<file path="src/hdl/flash_spm_pkg.sv">
package flash_spm_pkg;
  localparam int unsigned PC_W            = 17;
  localparam int unsigned PAGE_SEL_W      = 10;
  localparam int unsigned WORD_SEL_W      = 7;
  localparam int unsigned PAGE_WORDS      = 128;
  localparam logic [16:0] HALT_REGION_START = 17'h1_F000;
  localparam logic [16:0] BOOT_START_512  = 17'h1_FE00;
  localparam logic [16:0] BOOT_START_1024 = 17'h1_FC00;
  localparam logic [16:0] BOOT_START_2048 = 17'h1_F800;
  localparam logic [16:0] BOOT_START_4096 = 17'h1_F000;
  // control and status bit positions
  localparam int unsigned BIT_IRQ_EN  = 7;
  localparam int unsigned BIT_BUSY    = 6;
  localparam int unsigned BIT_SIG     = 5;
  localparam int unsigned BIT_REEN    = 4;
  localparam int unsigned BIT_LOCK    = 3;
  localparam int unsigned BIT_PWRITE  = 2;
  localparam int unsigned BIT_PERASE  = 1;
  localparam int unsigned BIT_ENABLE  = 0;
  localparam logic [4:0] PAT_REEN   = 5'h11;
  localparam logic [4:0] PAT_LOCK   = 5'h09;
  localparam logic [4:0] PAT_PWRITE = 5'h05;
  localparam logic [4:0] PAT_PERASE = 5'h03;
  localparam logic [4:0] PAT_FILL   = 5'h01;
  localparam logic [2:0] STORE_WINDOW = 3'h4;
  localparam logic [1:0] LOAD_WINDOW  = 2'h3;
  localparam int unsigned PROG_CYCLES_DEFAULT = 64;
  localparam logic [7:0] LOCK_RESET = 8'hFF;
  localparam logic [7:0] CSR_RESET  = 8'h00;
  // controller register offsets (APB byte addresses)
  localparam logic [7:0] OFS_CSR    = 8'h00;
  localparam logic [7:0] OFS_PTR    = 8'h04;
  localparam logic [7:0] OFS_DATA   = 8'h08;
  localparam logic [7:0] OFS_OP     = 8'h0C;
  localparam logic [7:0] OFS_STATUS = 8'h10;
  localparam logic [7:0] OFS_GIE    = 8'h14;
  localparam int unsigned OP_STORE  = 0;
  localparam int unsigned OP_LOAD   = 1;
  typedef enum logic [1:0] {IDLE, PROG} prog_state_type;
endpackage : flash_spm_pkg

</file>
<file path="src/hdl/flash_spm_if.sv">
`timescale 1ns/1ns
interface flash_spm_if;
  logic        csrWrite;
  logic [7:0]  csrWdata;
  logic [7:0]  csrRdata;
  logic        storeReq;
  logic        loadReq;
  logic [15:0] ptr;
  logic [1:0]  extPage;
  logic [7:0]  gpLowData;
  logic [7:0]  gpHighData;
  logic        globalIrqEn;
  logic [7:0]  loadData;
  logic        loadSpecial;
  logic        readyIrq;
  logic        regionBusy;
  logic        cpuHalt;
  modport device (input csrWrite, csrWdata, storeReq, loadReq, ptr, extPage, gpLowData, gpHighData,
                  globalIrqEn, output csrRdata, loadData, loadSpecial, readyIrq, regionBusy, cpuHalt);
  modport cpu (output csrWrite, csrWdata, storeReq, loadReq, ptr, extPage, gpLowData, gpHighData,
               globalIrqEn, input csrRdata, loadData, loadSpecial, readyIrq, regionBusy, cpuHalt);
endinterface : flash_spm_if

</file>
<file path="src/hdl/flash_spm_device.sv">
`timescale 1ns/1ns
// Overview of operation
// - boot size code picks boot start
// - below 0x1F000 concurrent, above halting region
// - program counter is 17 bits
// - 128-word pages, seven word bits
// - page from pointer 17:8, word 7:1
// - pointer bit 0 selects lock/fuse load byte, bits 1:0 the signature byte
// - pointer bits 17:16 from extended page
// - ready interrupt while store enable clear
// - erase/write to concurrent region sets busy
// - busy clears on re-enable or fill
// - signature read; store has no effect
// - re-enable only after programming finished
// - re-enable during fill discards buffer
// - lock-set store programs boot lock bits
// - load returns lock or fuse bits
// - page write from temporary buffer
// - page erase of selected page
// - halt CPU for halting-region programming
// - plain store fills buffer word
// - four-cycle window, held while programming
// - only permitted patterns are accepted
// - one store operation at a time
module flash_spm_device #(
  parameter int unsigned progCycles = flash_spm_pkg::PROG_CYCLES_DEFAULT,
  parameter logic [7:0]  fuseByte   = 8'hFF,
  parameter logic [31:0] sigRow     = 32'h0000_0000  // arbitrary value
) (
  input  wire logic                       clk,
  input  wire logic                       nrst,
  flash_spm_if.device                     link,
  input  wire logic [1:0]                 bootSizeSel,
  output logic [flash_spm_pkg::PC_W-1:0]  bootStart,
  output logic                            flashStart,
  output logic                            flashErase,
  output logic [flash_spm_pkg::PAGE_SEL_W-1:0] flashPage,
  input  wire logic [flash_spm_pkg::WORD_SEL_W-1:0] bufRdAddr,
  output logic [15:0]                     bufRdData
);
  import flash_spm_pkg::*;

  function automatic logic [PC_W-1:0] boot_start(input logic [1:0] code);
    case (code)
      2'b11:   boot_start = BOOT_START_512;
      2'b10:   boot_start = BOOT_START_1024;
      2'b01:   boot_start = BOOT_START_2048;
      default: boot_start = BOOT_START_4096;
    endcase
  endfunction : boot_start

  prog_state_type  state_r;
  logic            irqEn_r;
  logic            busy_r;
  logic [5:1]      cmd_r;
  logic            store_enable_bit_r;
  logic [2:0]      winCnt_r;
  logic [1:0]      loadCnt_r;
  logic [15:0]     progCnt_r;
  logic            halt_r;
  logic            bufValid_r;
  logic [7:0]      lock_r;
  logic [15:0]     pageBuf [PAGE_WORDS];

  wire logic [4:0]            csrLow     = link.csrWdata[4:0];
  wire logic                  patternOk  = csrLow == PAT_REEN || csrLow == PAT_LOCK || csrLow == PAT_PWRITE ||
                                           csrLow == PAT_PERASE || csrLow == PAT_FILL;
  wire logic                  accept     = link.csrWrite && state_r == IDLE && patternOk;
  wire logic [PC_W-1:0]       pc         = {link.extPage, link.ptr[15:1]};
  wire logic [PAGE_SEL_W-1:0] pageSel    = pc[PC_W-1:WORD_SEL_W];
  wire logic [WORD_SEL_W-1:0] wordSel    = pc[WORD_SEL_W-1:0];
  wire logic                  inHalting  = pc >= HALT_REGION_START;
  wire logic                  storeHit   = link.storeReq && store_enable_bit_r && winCnt_r != 3'h0 && state_r == IDLE;
  wire logic                  isErase    = cmd_r[BIT_PERASE];
  wire logic                  isWrite    = cmd_r[BIT_PWRITE];
  wire logic                  isLock     = cmd_r[BIT_LOCK];
  wire logic                  isReen     = cmd_r[BIT_REEN];
  wire logic                  isSig      = cmd_r[BIT_SIG];
  wire logic                  isFill     = cmd_r == 5'h00;
  wire logic                  progStart  = storeHit && (isErase || isWrite);
  wire logic                  progDone   = state_r == PROG && progCnt_r == 16'h0001;
  wire logic                  windowEnd  = state_r == IDLE && winCnt_r == 3'h1;
  wire logic                  storeDone  = storeHit && !isSig && !progStart;
  wire logic                  loadHit    = link.loadReq && store_enable_bit_r && loadCnt_r != 2'h0 && (isSig || isLock);
  wire logic [7:0]            sigByte    = sigRow[8*link.ptr[1:0] +: 8];
  wire logic [7:0]            lockOrFuse = link.ptr[0] ? fuseByte : lock_r;

  // store enable, command bits and the two windows
  always_ff @(posedge clk) begin
    if (!nrst) begin
      store_enable_bit_r   <= 1'b0;
      cmd_r     <= 5'h00;
      winCnt_r  <= 3'h0;
      loadCnt_r <= 2'h0;
    end else if (accept) begin
      store_enable_bit_r   <= 1'b1;
      cmd_r     <= link.csrWdata[5:1];
      winCnt_r  <= STORE_WINDOW;
      loadCnt_r <= LOAD_WINDOW;
    end else if (progStart) begin
      // a start on the last window cycle must not let the expiry drop the enable
      winCnt_r  <= 3'h0;
      loadCnt_r <= 2'h0;
    end else if (progDone || storeDone || loadHit || windowEnd) begin
      store_enable_bit_r   <= 1'b0;
      cmd_r     <= 5'h00;
      winCnt_r  <= 3'h0;
      loadCnt_r <= 2'h0;
    end else if (state_r == IDLE && winCnt_r != 3'h0) begin
      winCnt_r  <= winCnt_r - 3'h1;
      loadCnt_r <= (loadCnt_r == 2'h0) ? 2'h0 : loadCnt_r - 2'h1;
    end
  end

  // erase/write sequencer
  always_ff @(posedge clk) begin
    if (!nrst) begin
      state_r   <= IDLE;
      progCnt_r <= 16'h0000;
      halt_r    <= 1'b0;
    end else begin
      case (state_r)
        IDLE: begin
          if (progStart) begin
            state_r   <= PROG;
            progCnt_r <= 16'(progCycles);
            halt_r    <= inHalting;
          end
        end
        PROG: begin
          progCnt_r <= progCnt_r - 16'h0001;
          if (progDone) begin
            state_r <= IDLE;
            halt_r  <= 1'b0;
          end
        end
        default: state_r <= IDLE;
      endcase
    end
  end

  // region busy flag and buffer occupancy
  always_ff @(posedge clk) begin
    if (!nrst) begin
      busy_r     <= 1'b0;
      bufValid_r <= 1'b0;
    end else begin
      if (progStart && !inHalting)
        busy_r <= 1'b1;
      else if (storeDone && (isReen || isFill))
        busy_r <= 1'b0;
      if (storeDone && isFill)
        bufValid_r <= 1'b1;
      else if ((accept && csrLow == PAT_REEN) || (progDone && isWrite))
        bufValid_r <= 1'b0;
    end
  end

  // temporary page buffer
  always_ff @(posedge clk) begin
    if (storeDone && isFill)
      pageBuf[wordSel] <= {link.gpHighData, link.gpLowData};
  end

  always_ff @(posedge clk) begin
    if (!nrst)
      bufRdData <= 16'h0000;
    else
      bufRdData <= bufValid_r ? pageBuf[bufRdAddr] : 16'hFFFF;
  end

  // lock bits: only boot lock bits may be programmed, towards zero
  always_ff @(posedge clk) begin
    if (!nrst)
      lock_r <= LOCK_RESET;
    else if (storeDone && isLock)
      lock_r <= lock_r & {2'b11, link.gpLowData[5:2], 2'b11};
  end

  // outputs
  always_ff @(posedge clk) begin
    if (!nrst) begin
      irqEn_r          <= 1'b0;
      link.csrRdata    <= CSR_RESET;
      link.loadData    <= 8'h00;
      link.loadSpecial <= 1'b0;
      link.readyIrq    <= 1'b0;
      link.regionBusy  <= 1'b0;
      link.cpuHalt     <= 1'b0;
      bootStart        <= BOOT_START_4096;
      flashStart       <= 1'b0;
      flashErase       <= 1'b0;
      flashPage        <= '0;
    end else begin
      if (link.csrWrite && state_r == IDLE)
        irqEn_r <= link.csrWdata[BIT_IRQ_EN];
      link.csrRdata    <= {irqEn_r, busy_r, cmd_r, store_enable_bit_r};
      link.loadSpecial <= loadHit;
      if (loadHit)
        link.loadData <= isSig ? sigByte : lockOrFuse;
      link.readyIrq    <= irqEn_r && link.globalIrqEn && !store_enable_bit_r;
      link.regionBusy  <= busy_r;
      link.cpuHalt     <= halt_r;
      bootStart        <= boot_start(bootSizeSel);
      flashStart       <= progStart;
      if (progStart) begin
        flashErase <= isErase;
        flashPage  <= pageSel;
      end
    end
  end
endmodule : flash_spm_device

</file>
<file path="src/flat_wrapper.sv">
// flat-port wrapper written by rule: the top's interface ports become plain ports
module flash_spm_device_flat import flash_spm_pkg::*;
#(
  parameter int unsigned progCycles = flash_spm_pkg::PROG_CYCLES_DEFAULT,
  parameter logic [7:0]  fuseByte   = 8'hFF,
  parameter logic [31:0] sigRow     = 32'h0000_0000                    
)
  (clk, nrst, bootSizeSel, bootStart, flashStart, flashErase, flashPage, bufRdAddr, bufRdData, link_csrWrite, link_csrWdata, link_storeReq, link_loadReq, link_ptr, link_extPage, link_gpLowData, link_gpHighData, link_globalIrqEn, link_csrRdata, link_loadData, link_loadSpecial, link_readyIrq, link_regionBusy, link_cpuHalt);
  flash_spm_if link_i ();
  input  wire logic clk;
  input  wire logic nrst;
  input  wire logic [1:0] bootSizeSel;
  output logic [flash_spm_pkg::PC_W-1:0] bootStart;
  output logic flashStart;
  output logic flashErase;
  output logic [flash_spm_pkg::PAGE_SEL_W-1:0] flashPage;
  input  wire logic [flash_spm_pkg::WORD_SEL_W-1:0] bufRdAddr;
  output logic [15:0] bufRdData;
  input wire logic [$bits(link_i.csrWrite)-1:0] link_csrWrite;
  input wire logic [$bits(link_i.csrWdata)-1:0] link_csrWdata;
  input wire logic [$bits(link_i.storeReq)-1:0] link_storeReq;
  input wire logic [$bits(link_i.loadReq)-1:0] link_loadReq;
  input wire logic [$bits(link_i.ptr)-1:0] link_ptr;
  input wire logic [$bits(link_i.extPage)-1:0] link_extPage;
  input wire logic [$bits(link_i.gpLowData)-1:0] link_gpLowData;
  input wire logic [$bits(link_i.gpHighData)-1:0] link_gpHighData;
  input wire logic [$bits(link_i.globalIrqEn)-1:0] link_globalIrqEn;
  output wire logic [$bits(link_i.csrRdata)-1:0] link_csrRdata;
  output wire logic [$bits(link_i.loadData)-1:0] link_loadData;
  output wire logic [$bits(link_i.loadSpecial)-1:0] link_loadSpecial;
  output wire logic [$bits(link_i.readyIrq)-1:0] link_readyIrq;
  output wire logic [$bits(link_i.regionBusy)-1:0] link_regionBusy;
  output wire logic [$bits(link_i.cpuHalt)-1:0] link_cpuHalt;
  assign link_i.csrWrite = link_csrWrite;
  assign link_i.csrWdata = link_csrWdata;
  assign link_i.storeReq = link_storeReq;
  assign link_i.loadReq = link_loadReq;
  assign link_i.ptr = link_ptr;
  assign link_i.extPage = link_extPage;
  assign link_i.gpLowData = link_gpLowData;
  assign link_i.gpHighData = link_gpHighData;
  assign link_i.globalIrqEn = link_globalIrqEn;
  assign link_csrRdata = link_i.csrRdata;
  assign link_loadData = link_i.loadData;
  assign link_loadSpecial = link_i.loadSpecial;
  assign link_readyIrq = link_i.readyIrq;
  assign link_regionBusy = link_i.regionBusy;
  assign link_cpuHalt = link_i.cpuHalt;
  flash_spm_device #(.progCycles(progCycles), .fuseByte(fuseByte), .sigRow(sigRow)) u_core (.clk(clk), .nrst(nrst), .link(link_i), .bootSizeSel(bootSizeSel), .bootStart(bootStart), .flashStart(flashStart), .flashErase(flashErase), .flashPage(flashPage), .bufRdAddr(bufRdAddr), .bufRdData(bufRdData));
endmodule
</file>
<file path="config.mk">
export PLATFORM = sky130hd
export DESIGN_NAME = flash_spm_device_flat
export DESIGN_NICKNAME = d
export VERILOG_FILES = /design/src/hdl/flash_spm_pkg.sv /design/src/hdl/flash_spm_if.sv /design/src/hdl/flash_spm_device.sv /design/src/flat_wrapper.sv
export SDC_FILE = /design/constraint.sdc
export NUM_CORES = 2
export LEC_CHECK = 0
export BUFFER_PORTS_ARGS = -buffer_cell sky130_fd_sc_hd__clkbuf_2
export CORE_MARGIN = 3
export CORE_UTILIZATION = 30
export CTS_CLUSTER_SIZE = 30
export DETAILED_ROUTE_END_ITERATION = 6
export GPL_TIMING_DRIVEN = 1
export PLACE_DENSITY = 0.46
export SYNTH_ARGS = -nofsm -noshare
export SYNTH_HDL_FRONTEND = slang
export SYNTH_SLANG_ARGS = --single-unit
</file>
<file path="constraint.sdc">
create_clock -name clk -period 4.5 [get_ports clk]
set_input_delay 0.9 -clock clk [delete_from_list [all_inputs] [get_ports clk]]
set_output_delay 0.9 -clock clk [all_outputs]
set_load 0.005 [all_outputs]
</file>
Word level (Yosys, flattened, before mapping)
Memory sizes are Yosys's and may differ from the RTL's.
Index checks and enable logic that the tools add are counted.
- flip-flop bits (word level): 106
- memory bits (writable): 2048
- bits of input ports: 57
- output and inout port bits: 65
- logic and storage cells: 130
- memories: 1
- add/subtract/negate cells: 3
- magnitude comparators: 1
- eq/ne operators: 14
- shifts and indexed selects: 1
- multiplexer cells: 33
- bitwise logic cells: 2
- reductions and logical operators: 52
- memory list (memory ; words ; bits a word ; read ports ; clocked after memory_dff ; write ports ; RTL line ; source):
    u_core.pageBuf ; 128 ; 16 ; 1 ; 0 ; 1 ; flash_spm_device.sv:63 ; logic [15:0] pageBuf [PAGE_WORDS];
- operators with widths (cell ; number):
    case mux 12 bit (3 select lines) ; 1
    two-way mux 16 bit ; 2
    case mux 16 bit (2 select lines) ; 1
    variable part select 32 x 6 -> 8 bit (first input constant) ; 1
    logical AND 1 bit ; 22
    greater-or-equal comparator 17 bit (second input constant) ; 1
    equality test 16 x 1 -> 1 bit (second input constant) ; 1
    two-way mux 8 bit ; 2
    subtractor 16 x 1 -> 16 bit (second input constant) ; 1
    two-way mux 5 bit ; 3
    two-way mux 2 bit ; 7
    two-way mux 3 bit ; 4
    logical OR 1 bit ; 11
    two-way mux 1 bit ; 11
    nonzero test 2 bit ; 5
    AND 8 bit ; 1
    != test 2 x 1 -> 1 bit (second input constant) ; 3
    AND reduction 2 bit ; 3
    equality test 5 x 1 -> 1 bit (second input constant) ; 1
    equality test 5 x 2 -> 1 bit (second input constant) ; 1
    equality test 5 x 3 -> 1 bit (second input constant) ; 1
    equality test 5 x 4 -> 1 bit (second input constant) ; 1
    equality test 5 bit (second input constant) ; 1
    zero test 5 bit ; 1
    other kinds (14) ; 20

Longest topological paths before layout
- depth in word-level cells: 12
- mapped depth: 11
- gate-level depth less buffers: 8

Least setup slack after synthesis
Ideal clock, no wire load.
- kind: in2reg
- start: input port link_storeReq
- end: memory u_core.pageBuf[110][0], enable pin
- library setup time: 0.388 ns
- arrival: 2.809 ns
- data required time: 4.112 ns
- path slack: 1.302 ns
- cell stages on the path: 7
- buffers on the path: 1
- path through: nand2_1 nor4_2 nand2_1 nor2_1 nand3_1 clkbuf_1 nor2_1
- word-level cells in the longest chain between the ends: 9
- elaborated cells between the ends (all ways): 10
- those cells by class: 2 x mux; 8 x reduce/logical
- RTL lines (item ; RTL line ; source):
    start, declared ; flat_wrapper.sv:21 ; input wire logic [$bits(link_i.storeReq)-1:0] link_storeReq;
    logical AND 1 bit (*) (3 in series) ; flash_spm_device.sv:73 ; wire logic storeHit = link.storeReq && store_enable_bit_r && winCnt_r != 3'h0 && state_r == IDLE;
    logical AND 1 bit ; flash_spm_device.sv:80 ; wire logic progStart = storeHit && (isErase || isWrite);
    zero test 1 bit ; flash_spm_device.sv:83 ; wire logic storeDone = storeHit && !isSig && !progStart;
    logical AND 1 bit (*) ; flash_spm_device.sv:83 ;
    logical AND 1 bit (*) ; flash_spm_device.sv:161 ; if (storeDone && isFill)
    two-way mux 1 bit (*) ; flash_spm_device.sv:161 ;
    two-way mux 1 bit (implied by the code) (*) ; flash_spm_device.sv:162 ; pageBuf[wordSel] <= {link.gpHighData, link.gpLowData};
    end, declared ; flash_spm_device.sv:63 ;
Every way passes the cells marked *; elsewhere a longest branch is shown, timed or not.

Worst setup path in the final report
- start: register u_core.winCnt_r[0]
- end: memory u_core.pageBuf[36][15], enable pin
- word-level cells in the longest chain between the ends: 9
- elaborated cells between the ends (all ways): 10
- those cells by class: 2 x mux; 8 x reduce/logical
- RTL lines (item ; RTL line ; source):
    start, declared ; flash_spm_device.sv:57 ; logic [2:0] winCnt_r;
    start signal, assigned ; flash_spm_device.sv:110 ; winCnt_r <= winCnt_r - 3'h1;
    nonzero test 3 bit (*) ; flash_spm_device.sv:73 ;
    logical AND 1 bit (*) (2 in series) ; flash_spm_device.sv:73 ;
    logical AND 1 bit ; flash_spm_device.sv:80 ;
    zero test 1 bit ; flash_spm_device.sv:83 ;
    logical AND 1 bit (*) ; flash_spm_device.sv:83 ;
    logical AND 1 bit (*) ; flash_spm_device.sv:161 ;
    two-way mux 1 bit (*) ; flash_spm_device.sv:161 ;
    two-way mux 1 bit (implied by the code) (*) ; flash_spm_device.sv:162 ;
Marked as above.

==> impl_metrics.py <==
metrics = {
    "outcome": {
        "status": "complete, no violations",
    },
    "timing": {
        "hold_viol": 0,
        "hold_slack_ns": 0.291,
        "finalSetupTns_ns": 0,
        "period_minus_slack_ns": 3.41,
        "slew-limit-headroom_pct": 13.9,
        "tightest_slew_ns": 1.27,
        "skew_ns": 0.119,
        "max_freq_mhz": 294,
        "rsz0062_at_grt": "false",
        "drv_slew": 0,
        "fin_crit_sh_pct": 75.7,
        "setup_viol": 0,
    },
    "route": {
        "ant_nets": 0,
        "dr.pass1.iters": 5,
        "wl_per_cell_microns": 31.1,
        "via_per_inst": 5.14,
        "drc": 0,
        "vias": 41900,
        "initialDrtViolationCount": 4296,
        "totalWireLength_microns": 253000,
    },
    "worst_setup_path": {
        "crit_path_cell_trace": "inv_1 -> ha_1 -> nor2b_1 -> nor4_2 -> nand2_1 -> nor2_1 -> nand2_1 -> buf_4 -> nor2_1 -> buf_12",
        "critPathLaunchType": "flop",
        "cpPeakStageDelay_ns": 0.56,
        "required_ns": 5.00,
        "arrival_ns": 3.90,
        "crit_path_end_kind": "flop",
        "critPathTopFamily": "simple AND/OR/NAND/NOR gates",
        "criticalPathCategory": "flop to flop",
        "cp.buffers_inverters": 3,
        "cp_max_fo": 12,
        "cp.depth": 10,
        "r2r_cells": 10,
        "slowest_stage": "nor2_1",
    },
    "global_routing": {
        "grt_usage_pct": 17.8,
        "grt_pass1_wl_microns": 350000,
        "antenna_found_initial": 20,
        "grt_max_degree": 129,
        "grt_pass1_vias": 42200,
        "grt_overflow": 0,
    },
    "floorplan": {
        "core_area_sq_um": 271000,
        "die_area_sq_um": 279000,
        "initial_core_util_pct": 30.2,
        "dieHeight_microns": 529,
        "std_cell_rows": 191,
        "io_pins": 122,
        "fp.dieW_microns": 529,
    },
    "placed_design": {
        "post_dp_cell_area_sq_um": 89300,
        "gp_congestion": 0.845,
        "port_buffers": 106,
        "placed_cells": 7731,
        "hpwl_microns": 159000,
    },
    "layout": {
        "num-nets-final": 4456,
        "seqCellArea_sq_um": 63200,
        "area_growth_pct": 17.6,
        "final_cell_area_sq_um": 96400,
        "fill_cells": 25200,
        "stdcell_count": 8154,
        "drive_gt1_share_pct": 30.4,
        "multi_input_area_sq_um": 17800,
        "post-route-util_pct": 35.5,
    },
    "pwr": {
        "irDropWorstVdd_v": 0.000304,
        "combPwrFrac_pct": 5.3,
        "power.net_switching_mw": 9.29,
        "sw_frac_of_total_pct": 22.1,
        "p_int_mw": 32.6,
        "p_per_area_nw_per_um2": 435,
        "p_leak_nw": 30.3,
        "pwr-share-seq_pct": 52.0,
        "power_frac_clock_pct": 42.7,
    },
    "logic_synthesis": {
        "syn_inst": 3901,
        "synth_area_leader_cell": "edfxtp_1",
        "synth.area.top_cells": "edfxtp_1, mux4_2, dfxtp_1, mux2i_1, nor2_1",
        "ys_warn_count": 0,
        "synth_cell_type_count": 73,
        "synth_area_sq_um": 81900,
        "synth_flop_cell": "edfxtp_1",
        "yosys-top-cells-count": "edfxtp_1, mux4_2, nor2_1",
        "synth_top_area_share_pct": 75.1,
        "ys_seq_area_share_pct": 77.1,
        "synth-edff-count": 2048,
        "ys_seq_elements": 2131,
        "synthArstFlopShare_pct": 0,
        "avgSynthCellArea_sq_um": 21.0,
        "synth.most_common_cell": "edfxtp_1",
    },
    "clocking": {
        "path_clk_slew_ns": 0.06,
        "cts-root-buf": "clkbuf_16",
        "post-cts-setup-buffers": 0,
        "cts.sinks": 2131,
        "clk_latency_ns": 0.91,
        "cts_made_buffers": 231,
        "cts_max_level": 4,
        "cts.path.max_buffers": 4,
        "cts_hold_buf": 0,
        "cts_resized": 0,
        "cts_tree": "yes",
    },
    "hold_path": {
        "hp-class": "primary input to flop",
        "hold-path-cell-count": 2,
    },
    "job": {
        "drv_cap": 0,
    },
}
## cell type report
class	instances	area share (%)
multi-input cells	1541	18.4
repair buffers	478	4.06
diodes	7	0.0182
clock buffers	293	6.41
well taps	3570	4.63
inverters	11	0.0441
flip-flops and latches	2131	65.5
clock inverters	123	0.894
## power by group through the flow
| stage | Sequential (mW) | Clock [mW] | Combinational (mW) |
|---|---|---|---|
| 6_report | 21.8 | 17.9 | 2.23 |
| 5_1_grt | 21.8 | 19.1 | 2.36 |
| 4_1_cts | 21.8 | 18.4 | 2.27 |
| 3_5_place_dp | 22.2 | 0 | 2.27 |
| 3_3_place_gp | 22.2 | 0 | 2.25 |
| 2_1_floorplan | 22.2 | 0 | 1.08 |
## logic make-up after synthesis
logic type | count (synthesis) | synth area share [%]
buf+inv | 241 | 1.55
other cells | 2 | 0.00917
xor+xnor | 1 | 0.0107
flops | 2131 | 77.1
mux | 616 | 14.9
simple gates | 539 | 3.08
fa+ha+maj | 6 | 0.0886
compound gates | 365 | 3.22
## registers in the layout, summed over array words and instances (netlist names), 3 cells and up
register and cells:
u_core.flashPage 10, u_core.progCnt_r 16, u_core.bufRdData 16, u_core.winCnt_r 3, u_core.pageBuf 2048, u_core.link.csrRdata 8, u_core.lock_r 4, u_core.link.loadData 5
u_core.bootStart 3, u_core.cmd_r 5
## placed cells by master (no fill, tap or decap), types with 44 or more instances in the layout
cell type  instances
buf_4            349
nor2_2            67
dfxtp_1           83
clkbuf_16        233
clkbuf_2          87
edfxtp_1        2048
a22oi_1           59
nand2_1          140
clkinv_1          56
clkinv_2          44
mux4_2           483
nor2_1           122
mux2i_1          102
## path summary, 6_finish.rpt
kind	start	end	slack, ns
max	u_core.winCnt_r[0]	u_core.pageBuf[36][15]	1.09
min	bootSizeSel[1]	u_core.bootStart[11]	0.29
max reg2reg	u_core.winCnt_r[0]	u_core.pageBuf[36][15]	1.09
min reg2reg	u_core.busy_r	u_core.link.csrRdata[6]	0.45
## layer usage
layer	vias up	GRT usage [%]	routed length, microns
li1	17300	-	-
met3	325	2.45	14100
met5	-	0	13
met1	23000	25.1	111000
met4	2	4.64	6660
met2	1305	29.0	122000
## per-stage QoR
step / setup WS (ns) / power (mW)
5_1_grt: 0.864 / 43.3
2_1_floorplan: 1.30 / 23.3
3_5_place_dp: 0.433 / 24.5
6_report: 1.09 / 41.9
3_3_place_gp: 0.402 / 24.5
4_1_cts: 0.996 / 42.5
Note: power is estimated with default switching activity, not from simulation.
